## config.mk

```make
export PLATFORM = sky130hd
export DESIGN_NAME = bus_region_access_protection
export DESIGN_NICKNAME = d
export VERILOG_FILES = /design/src/bus_protect_pkg.sv /design/src/region_if.sv /design/src/bus_region_access_protection.sv /design/src/region_table.sv
export SDC_FILE = /design/constraint.sdc
export NUM_CORES = 2
export LEC_CHECK = 0
export CAP_MARGIN = 30
export CORE_ASPECT_RATIO = 2
export CORE_MARGIN = 2
export CORE_UTILIZATION = 50
export CTS_BUF_LIST = sky130_fd_sc_hd__clkbuf_4 sky130_fd_sc_hd__clkbuf_8
export CTS_CLUSTER_SIZE = 8
export DETAILED_ROUTE_END_ITERATION = 6
export DONT_BUFFER_PORTS = 1
export PLACE_DENSITY_LB_ADDON = 0.2
export SYNTH_ARGS = -nofsm -noshare
export SYNTH_HDL_FRONTEND = slang
export SYNTH_SLANG_ARGS = --single-unit
export TNS_END_PERCENT = 10
```

## constraint.sdc

```tcl
create_clock -name clk_sys -period 6.1 [get_ports clk_sys]
set_input_delay 0.305 -clock clk_sys [delete_from_list [all_inputs] [get_ports clk_sys]]
set_output_delay 0.305 -clock clk_sys [all_outputs]
set_load 0.05 [all_outputs]
```

## src/bus_protect_pkg.sv

```systemverilog
package bus_protect_pkg;
	localparam int unsigned NUM_REGIONS = 16;
	localparam int unsigned NUM_MASTERS = 2;
	localparam int unsigned NUM_SLAVES  = 2;
	localparam int unsigned ADDR_W      = 32;
	localparam int unsigned DATA_W      = 32;
	localparam int unsigned RIGHT_W     = 3;
	localparam int unsigned DESC_W      = 2 * ADDR_W + 1 + NUM_MASTERS * RIGHT_W;
	localparam int unsigned RIGHT_RD    = 0;
	localparam int unsigned RIGHT_WR    = 1;
	localparam int unsigned RIGHT_EX    = 2;
	localparam int unsigned MASTER_CORE = 0;
	localparam int unsigned MASTER_DMA  = 1;
	localparam logic [ADDR_W-1:0] SLAVE_SEL_MASK = 32'h2000_0000;
	localparam int unsigned SLAVE_SEL_BIT = 29;

	typedef enum logic [1:0] {
		ACC_READ  = 2'b00,
		ACC_WRITE = 2'b01,
		ACC_FETCH = 2'b10
	} acc_kind_t;

	typedef struct packed {
		logic [ADDR_W-1:0]                  start_addr;
		logic [ADDR_W-1:0]                  end_addr;
		logic                               valid;
		logic [NUM_MASTERS-1:0][RIGHT_W-1:0] rights;
	} region_desc_t;
endpackage

```

## src/region_if.sv

```systemverilog
`timescale 1ns/1ns
interface region_if;
	logic                                         wr_en;
	logic [3:0]                                   wr_idx;
	bus_protect_pkg::region_desc_t                wr_desc;
	bus_protect_pkg::region_desc_t [bus_protect_pkg::NUM_REGIONS-1:0] table_q;

	modport owner (input wr_en, input wr_idx, input wr_desc, output table_q);
	modport user  (output wr_en, output wr_idx, output wr_desc, input table_q);
endinterface

```

## src/bus_region_access_protection.sv

```systemverilog
`timescale 1ns/1ns
// Function
// RL1: Sixteen separately programmed region descriptors.
// RL2: Per region, independent rights per master.
// RL3: Sufficient rights let access reach slave.
// RL4: Unmapped or unprivileged access gets error.
// RL5: All descriptors checked in parallel matrix.
// RL6: Concurrent any-master to any-slave routing.
// RL7: Peripheral lock bit blocks protected writes.
// RL8: Pin config lock bit write-protects register.
// RL9: Inclusive bounds; any valid match grants.
module bus_region_access_protection (
	input  wire logic                                             clk_sys,
	input  wire logic                                             rst_n,
	input  wire logic                                             desc_wr_en,
	input  wire logic [3:0]                                       desc_wr_idx,
	input  wire bus_protect_pkg::region_desc_t                    desc_wr_data,
	input  wire logic [bus_protect_pkg::NUM_MASTERS-1:0]          m_req,
	input  wire logic [bus_protect_pkg::NUM_MASTERS-1:0][31:0]    m_addr,
	input  wire bus_protect_pkg::acc_kind_t [bus_protect_pkg::NUM_MASTERS-1:0] m_kind,
	input  wire logic [bus_protect_pkg::NUM_MASTERS-1:0][31:0]    m_wdata,
	output logic [bus_protect_pkg::NUM_MASTERS-1:0]               m_gnt,
	output logic [bus_protect_pkg::NUM_MASTERS-1:0]               m_done,
	output logic [bus_protect_pkg::NUM_MASTERS-1:0]               m_err,
	output logic [bus_protect_pkg::NUM_SLAVES-1:0]                s_req,
	output logic [bus_protect_pkg::NUM_SLAVES-1:0][31:0]          s_addr,
	output logic [bus_protect_pkg::NUM_SLAVES-1:0]                s_write,
	output logic [bus_protect_pkg::NUM_SLAVES-1:0][31:0]          s_wdata,
	input  wire logic [bus_protect_pkg::NUM_SLAVES-1:0]           s_ack,
	input  wire logic                                             periph_lock_set,
	input  wire logic                                             periph_prot_wr,
	output logic                                                  periph_wr_en,
	output logic                                                  periph_locked,
	input  wire logic                                             pin_config_lock_wr,
	input  wire logic                                             pin_config_wr,
	input  wire logic [31:0]                                      pin_config_wdata,
	output logic [31:0]                                           pin_config_q,
	output logic                                                  pin_config_write_lock
);
	localparam int unsigned NM = bus_protect_pkg::NUM_MASTERS;
	localparam int unsigned NS = bus_protect_pkg::NUM_SLAVES;
	localparam int unsigned NR = bus_protect_pkg::NUM_REGIONS;

	region_if rif ();

	assign rif.wr_en   = desc_wr_en;
	assign rif.wr_idx  = desc_wr_idx;
	assign rif.wr_desc = desc_wr_data;

	region_table i_region_table ( // see RL1
		.clk_sys (clk_sys),
		.rst_n   (rst_n),
		.rif     (rif)
	);

	logic [NM-1:0][NR-1:0] hit;
	logic [NM-1:0]         allow;
	logic [NM-1:0]         tgt;

	// Match matrix: every master address against every descriptor at once
	for (genvar m = 0; m < NM; m++) begin : g_chk
		for (genvar r = 0; r < NR; r++) begin : g_reg
			logic [bus_protect_pkg::RIGHT_W-1:0] rt;
			logic                                inb;
			logic                                ok;
			assign rt  = rif.table_q[r].rights[m]; // see RL2
			assign inb = (m_addr[m] >= rif.table_q[r].start_addr) &&
				(m_addr[m] <= rif.table_q[r].end_addr); // see RL9
			always_comb begin
				unique case (m_kind[m])
					bus_protect_pkg::ACC_READ:  ok = rt[bus_protect_pkg::RIGHT_RD];
					bus_protect_pkg::ACC_WRITE: ok = rt[bus_protect_pkg::RIGHT_WR];
					bus_protect_pkg::ACC_FETCH: ok = rt[bus_protect_pkg::RIGHT_EX];
					default:                    ok = 1'b0;
				endcase
			end
			assign hit[m][r] = rif.table_q[r].valid && inb && ok; // see RL5
		end
		assign allow[m] = |hit[m]; // see RL9
		assign tgt[m]   = m_addr[m][bus_protect_pkg::SLAVE_SEL_BIT];
	end

	// Per-master transaction state
	typedef enum logic [1:0] {
		ST_IDLE = 2'b00,
		ST_BUSY = 2'b01,
		ST_ERR  = 2'b10
	} txn_state_t;

	txn_state_t [NM-1:0] st_r;
	txn_state_t [NM-1:0] st_nxt;
	logic [NM-1:0]       slv_r;
	logic [NM-1:0]       slv_nxt;
	logic [NM-1:0]       done_r;
	logic [NM-1:0]       done_nxt;
	logic [NM-1:0]       err_r;
	logic [NM-1:0]       err_nxt;
	logic [NS-1:0]       owned;

	// A slave is owned by the busy master routed to it
	always_comb begin
		owned = '0;
		for (int m = 0; m < NM; m++) begin
			if (st_r[m] == ST_BUSY) begin
				owned[slv_r[m]] = 1'b1;
			end
		end
	end

	always_comb begin
		logic [NS-1:0] claim;
		claim    = owned;
		st_nxt   = st_r;
		slv_nxt  = slv_r;
		done_nxt = '0;
		err_nxt  = '0;
		m_gnt    = '0;
		for (int m = 0; m < NM; m++) begin
			unique case (st_r[m])
				ST_IDLE: begin
					if (m_req[m] && !allow[m]) begin
						st_nxt[m] = ST_ERR; // see RL4
						m_gnt[m]  = 1'b1;
					end else if (m_req[m] && !claim[tgt[m]]) begin
						// Different slaves proceed in the same cycle; see RL6
						claim[tgt[m]] = 1'b1;
						st_nxt[m]     = ST_BUSY; // see RL3
						slv_nxt[m]    = tgt[m];
						m_gnt[m]      = 1'b1;
					end
				end
				ST_BUSY: begin
					if (s_ack[slv_r[m]]) begin
						st_nxt[m]   = ST_IDLE;
						done_nxt[m] = 1'b1; // see RL3
					end
				end
				ST_ERR: begin
					st_nxt[m]   = ST_IDLE;
					done_nxt[m] = 1'b1;
					err_nxt[m]  = 1'b1; // see RL4
				end
				default: st_nxt[m] = ST_IDLE;
			endcase
		end
	end

	always_ff @(posedge clk_sys or negedge rst_n) begin
		if (!rst_n) begin
			st_r   <= '{default: ST_IDLE};
			slv_r  <= '0;
			done_r <= '0;
			err_r  <= '0;
		end else begin
			st_r   <= st_nxt;
			slv_r  <= slv_nxt;
			done_r <= done_nxt;
			err_r  <= err_nxt;
		end
	end

	assign m_done = done_r;
	assign m_err  = err_r;

	// Address and data are captured at grant so the slave sees stable values
	logic [NS-1:0][31:0] sa_r;
	logic [NS-1:0][31:0] sa_nxt;
	logic [NS-1:0][31:0] sd_r;
	logic [NS-1:0][31:0] sd_nxt;
	logic [NS-1:0]       sw_r;
	logic [NS-1:0]       sw_nxt;

	always_comb begin
		sa_nxt = sa_r;
		sd_nxt = sd_r;
		sw_nxt = sw_r;
		for (int m = 0; m < NM; m++) begin
			if (m_gnt[m] && allow[m]) begin
				sa_nxt[tgt[m]] = m_addr[m];
				sd_nxt[tgt[m]] = m_wdata[m];
				sw_nxt[tgt[m]] = (m_kind[m] == bus_protect_pkg::ACC_WRITE);
			end
		end
	end

	always_ff @(posedge clk_sys or negedge rst_n) begin
		if (!rst_n) begin
			sa_r <= '0;
			sd_r <= '0;
			sw_r <= '0;
		end else begin
			sa_r <= sa_nxt;
			sd_r <= sd_nxt;
			sw_r <= sw_nxt;
		end
	end

	// Blocked accesses never enter owned, so the slave never sees them
	assign s_req   = owned; // see RL4
	assign s_addr  = sa_r;
	assign s_wdata = sd_r;
	assign s_write = sw_r;

	// Lock bits: sticky until reset, so runaway code cannot unlock them
	logic        plock_r;
	logic        plock_nxt;
	logic        pclk_r;
	logic        pclk_nxt;
	logic [31:0] pcfg_r;
	logic [31:0] pcfg_nxt;

	always_comb begin
		plock_nxt = plock_r | periph_lock_set; // see RL7
		pclk_nxt  = pclk_r | pin_config_lock_wr; // see RL8
		pcfg_nxt  = pcfg_r;
		if (pin_config_wr && !pclk_r) begin
			pcfg_nxt = pin_config_wdata; // see RL8
		end
	end

	always_ff @(posedge clk_sys or negedge rst_n) begin
		if (!rst_n) begin
			plock_r <= 1'b0;
			pclk_r  <= 1'b0;
			pcfg_r  <= '0;
		end else begin
			plock_r <= plock_nxt;
			pclk_r  <= pclk_nxt;
			pcfg_r  <= pcfg_nxt;
		end
	end

	assign periph_wr_en          = periph_prot_wr && !plock_r; // see RL7
	assign periph_locked         = plock_r;
	assign pin_config_q          = pcfg_r;
	assign pin_config_write_lock = pclk_r;
endmodule

```

## src/region_table.sv

```systemverilog
`timescale 1ns/1ns
module region_table (
	input  wire logic clk_sys,
	input  wire logic rst_n,
	region_if.owner   rif
);
	bus_protect_pkg::region_desc_t [bus_protect_pkg::NUM_REGIONS-1:0] desc_r;
	bus_protect_pkg::region_desc_t [bus_protect_pkg::NUM_REGIONS-1:0] desc_nxt;

	// Each descriptor is its own program-visible word; see RL1
	always_comb begin
		desc_nxt = desc_r;
		if (rif.wr_en) begin
			desc_nxt[rif.wr_idx] = rif.wr_desc;
		end
	end

	always_ff @(posedge clk_sys or negedge rst_n) begin
		if (!rst_n) begin
			desc_r <= '0;
		end else begin
			desc_r <= desc_nxt;
		end
	end

	assign rif.table_q = desc_r;
endmodule

```

==> summary.md <==
| Metric | Value |
|---|---|
| Syn Area/Cell | `9.75 µm²` |
| Port bufs | `0` |
| Count of pins over their slew limit | `0` |
| Worst hold endpoint | `s_wdata[60]` |
| CP required | `5.79 ns` |
| Worst r2r dst | `s_wdata[3]` |
| Hold Vio Cnt, Final | `0` |
| Post-DP HPWL | `252000 µm` |
| Die span in y | `629 µm` |
| Routed len/inst | `29.4 µm` |
| Worst hold start | `m_wdata[60]` |
| CP Max Fanout | `6` |
| Crit Path Category | `reg -> out` |
| Starting Density | `50.3%` |
| Synthesized flop and latch total | `1310` |
| GR Overflow Total | `0` |
| CTS tree | `done` |
| Sink Count | `1310` |
| Worst hold slack | `0.0896 ns` |
| Max-cap violations | `0` |
| Die Footprint | `199000 µm²` |
| Post-CTS Setup Repair Bufs | `0` |
| Most Used Layer, Global Route | `met2` |
| Non-Filler Instances | `13200` |
| Setup TNS | `0 ns` |
| Crit path launch type | `flop` |
| Die width | `317 µm` |
| Met2 usage | `61.1%` |
| Met3 usage | `8.01%` |
| Distinct cells, synth | `87` |
| Inst Count DP | `12400` |
| Nets | `12900` |
| Pwr/cell area | `326 nW/µm²` |
| DRT antenna net count | `0` |
| Total global-route track usage | `38.6%` |
| CTS H-tree lvls | `4` |
| Met1 GRT Util | `43.6%` |
| Fraction of layout cells with a size suffix above 1 | `12.7%` |
| Drt pass-1 iters | `7` |
| Worst vdd ir | `0.178 mV` |
| Reg clk slew, reported paths | `0.06 ns` |
| Class of the worst hold path | `in -> reg` |
| Cts bufs inserted | `211` |
| Clk_lat worst skew | `1.02 ns` |
| DR vias/cell | `6.39` |
| Share of the synthesized area in the top cell type | `33.6%` |
| Final Util | `57.0%` |
| Cell Area, Synth | `97700 µm²` |
| Pin count of the biggest net entering global routing | `163` |
| First-pass GRT wire length | `560000 µm` |
| Leading area contributor after synthesis | `dfrtp_1` |
| Row count | `229` |
| Count leader, synth | `ha_1` |
| Initial antenna violation count | `43` |
| Final wirelength | `390000 µm` |
| Post-Synthesis Cells | `10000` |
| Outcome | `finished, violations left` |
| Setup crit end kind | `output pin` |
| Reg-to-reg setup timing slack | `0.23 ns` |
| Final count of negative-setup-slack endpoints | `0` |
| Post-synthesis async set-or-reset flop share | `100%` |
| Core area | `194000 µm²` |
| Violated checks | `DRC` |
| Tcrit/Tclk final | `98.0%` |
| GP Congestion | `0.966` |
| CTS root buffer | `clkbuf_8` |
| Most used flip-flop cell after synthesis | `dfrtp_1` |
| RSZ-0062 raised after global routing | `no` |
| Area delta synth->final | `13.3%` |
| Fmax | `167 MHz` |
| Minimum clock period | `5.98 ns` |
| Clock tree buffer depth | `4` |
| Post-synth top cells | `ha_1 (2054), dfrtp_1 (1310), inv_1 (1048)` |
| Synthesis Warnings | `0` |
| Ports | `423` |
| Syn_nets | `12300` |
| Vias in the first global route | `85900` |
| Post-synth EDFFs | `0` |
| Final Total Pwr | `36.1 mW` |
| Slew headroom | `24.2%` |
| Worst Reg2Reg Path Length in Cells | `17` |
| Synth area leaders | `dfrtp_1 (34%), ha_1 (26%), mux2_2 (8.1%)` |
| Vias | `84500` |
| Post-synthesis sequential area ratio | `33.6%` |
| Leakage | `53.5 nW` |
| Slew @ Worst Pin | `1.13 ns` |
| # DRC | `3` |
| Crit path DAT | `5.67 ns` |
| Reg2reg start | `i_region_table.rif.table_q[1102]` |
| Worst Skew | `0.0734 ns` |
| Initial DRC count | `7106` |
| Hold Path Depth | `2` |
==> how the worst max path moves through the flow <==
stage / startpoint / endpoint / cells after the start
4_1_cts: i_region_table.rif.table_q[1062] / m_gnt[1] / 14
3_3_place_gp: i_region_table.rif.table_q[24] / s_addr[5] / 14
2_1_floorplan: m_addr[0] / m_gnt[1] / 13
6_report: i_region_table.rif.table_q[1062] / m_gnt[1] / 14
3_5_place_dp: m_addr[0] / s_wdata[63] / 14
5_1_grt: i_region_table.rif.table_q[1102] / m_gnt[1] / 16
==> power by group <==
part           total, mW  internal, mW  switching [mW]
clock network       7.95          4.10            3.85
registers           13.8          10.9            2.90
logic               14.3          6.61            7.70
total               36.1          21.6            14.5
==> worst max-delay path, cell delays in order, from the launching register on <==
cell	delay, ns
dfrtp_1	0.37
inv_1	0.12
ha_1	0.27
a21o_1	0.16
a21o_1	0.17
a221oi_1	0.35
o211ai_1	0.13
o21ai_0	0.73
a21oi_1	0.39
a2111oi_2	0.41
nand4_2	0.41
o21ai_1	0.42
o2111ai_1	0.23
a21boi_1	0.24
buf_4	0.24
==> state kept, by name, indices dropped and copies added (netlist names), 2 cells and up <==
signal,count
m_done,2
s_addr,64
m_err,2
s_write,2
s_wdata,64
slv_r,2
st_r,4
i_region_table.rif.table_q,1136
pin_config_q,32
==> layout make-up <==
type | count | area [µm²]
inverter | 1048 | 3930
tap | 2541 | 3180
fill | 16800 | 83600
multi-input combinational | 7352 | 59800
timing repair buffer | 623 | 6870
clock inverter | 13 | 76.3
antenna | 33 | 82.6
clock buffer | 315 | 3990
sequential | 1310 | 32800
==> metal layers <==
layer  wire length [µm]  part of all wire (%)
met2             175000                    45
met5                103                 0.026
met1             138000                    35
met3              34500                   8.8
met4              41700                    11
==> through the flow <==
step	worst slack, ns	area, µm²
final	0.123	111000
after CTS	0.0461	110000
after global placement	-0.0700	101000
after detailed placement	0.655	101000
after floorplan	1.30	97700
after global routing	0.0961	111000
==> cell families (layout without fill, tap and decap cells) <==
logic type                 Yosys count  count (layout)  share of synthesized area (%)
other                                0              33                              0
buffers and inverters             1349            1999                           5.40
and+or+nand+nor                   2113            2113                           10.4
AOI/OAI and AO/OA                 2348            2348                           14.4
adders and majority gates         2054            2054                           26.3
muxes                              837             837                           9.94
DFF                               1310            1310                           33.6
==> cell usage in the layout (no fill, tap or decap), types with 19 or more instances in the layout <==
cell type and n:
a2111oi_0 35, a211o_1 27, a211oi_1 90, a21o_1 298, a21oi_1 617, a221o_1 20
a221oi_1 31, a31oi_1 19, and4_1 43, buf_12 75, buf_4 89, clkbuf_4 56
clkbuf_8 259, dfrtp_1 1310, diode_2 33, dlygate4sd3_1 445, ha_1 2054, inv_1 1046
mux2_2 706, mux2_4 90, mux2i_1 41, nand2_1 988, nand2b_1 38, nand3_1 133
nand4_1 342, nor2_1 230, nor2b_1 68, nor3_1 70, nor4_1 52, o211ai_1 68
o21a_1 47, o21ai_0 946, or4_1 23
==> repair_timing <==
item / in CTS / in global routing
endpoints found under the hold margin: 1660 / 0
resized for setup: 0 / 1
endpoints found under the setup margin: 0 / 1
hold buffers: 504 / 0
No activity file was read; power rests on OpenSTA's default activity.
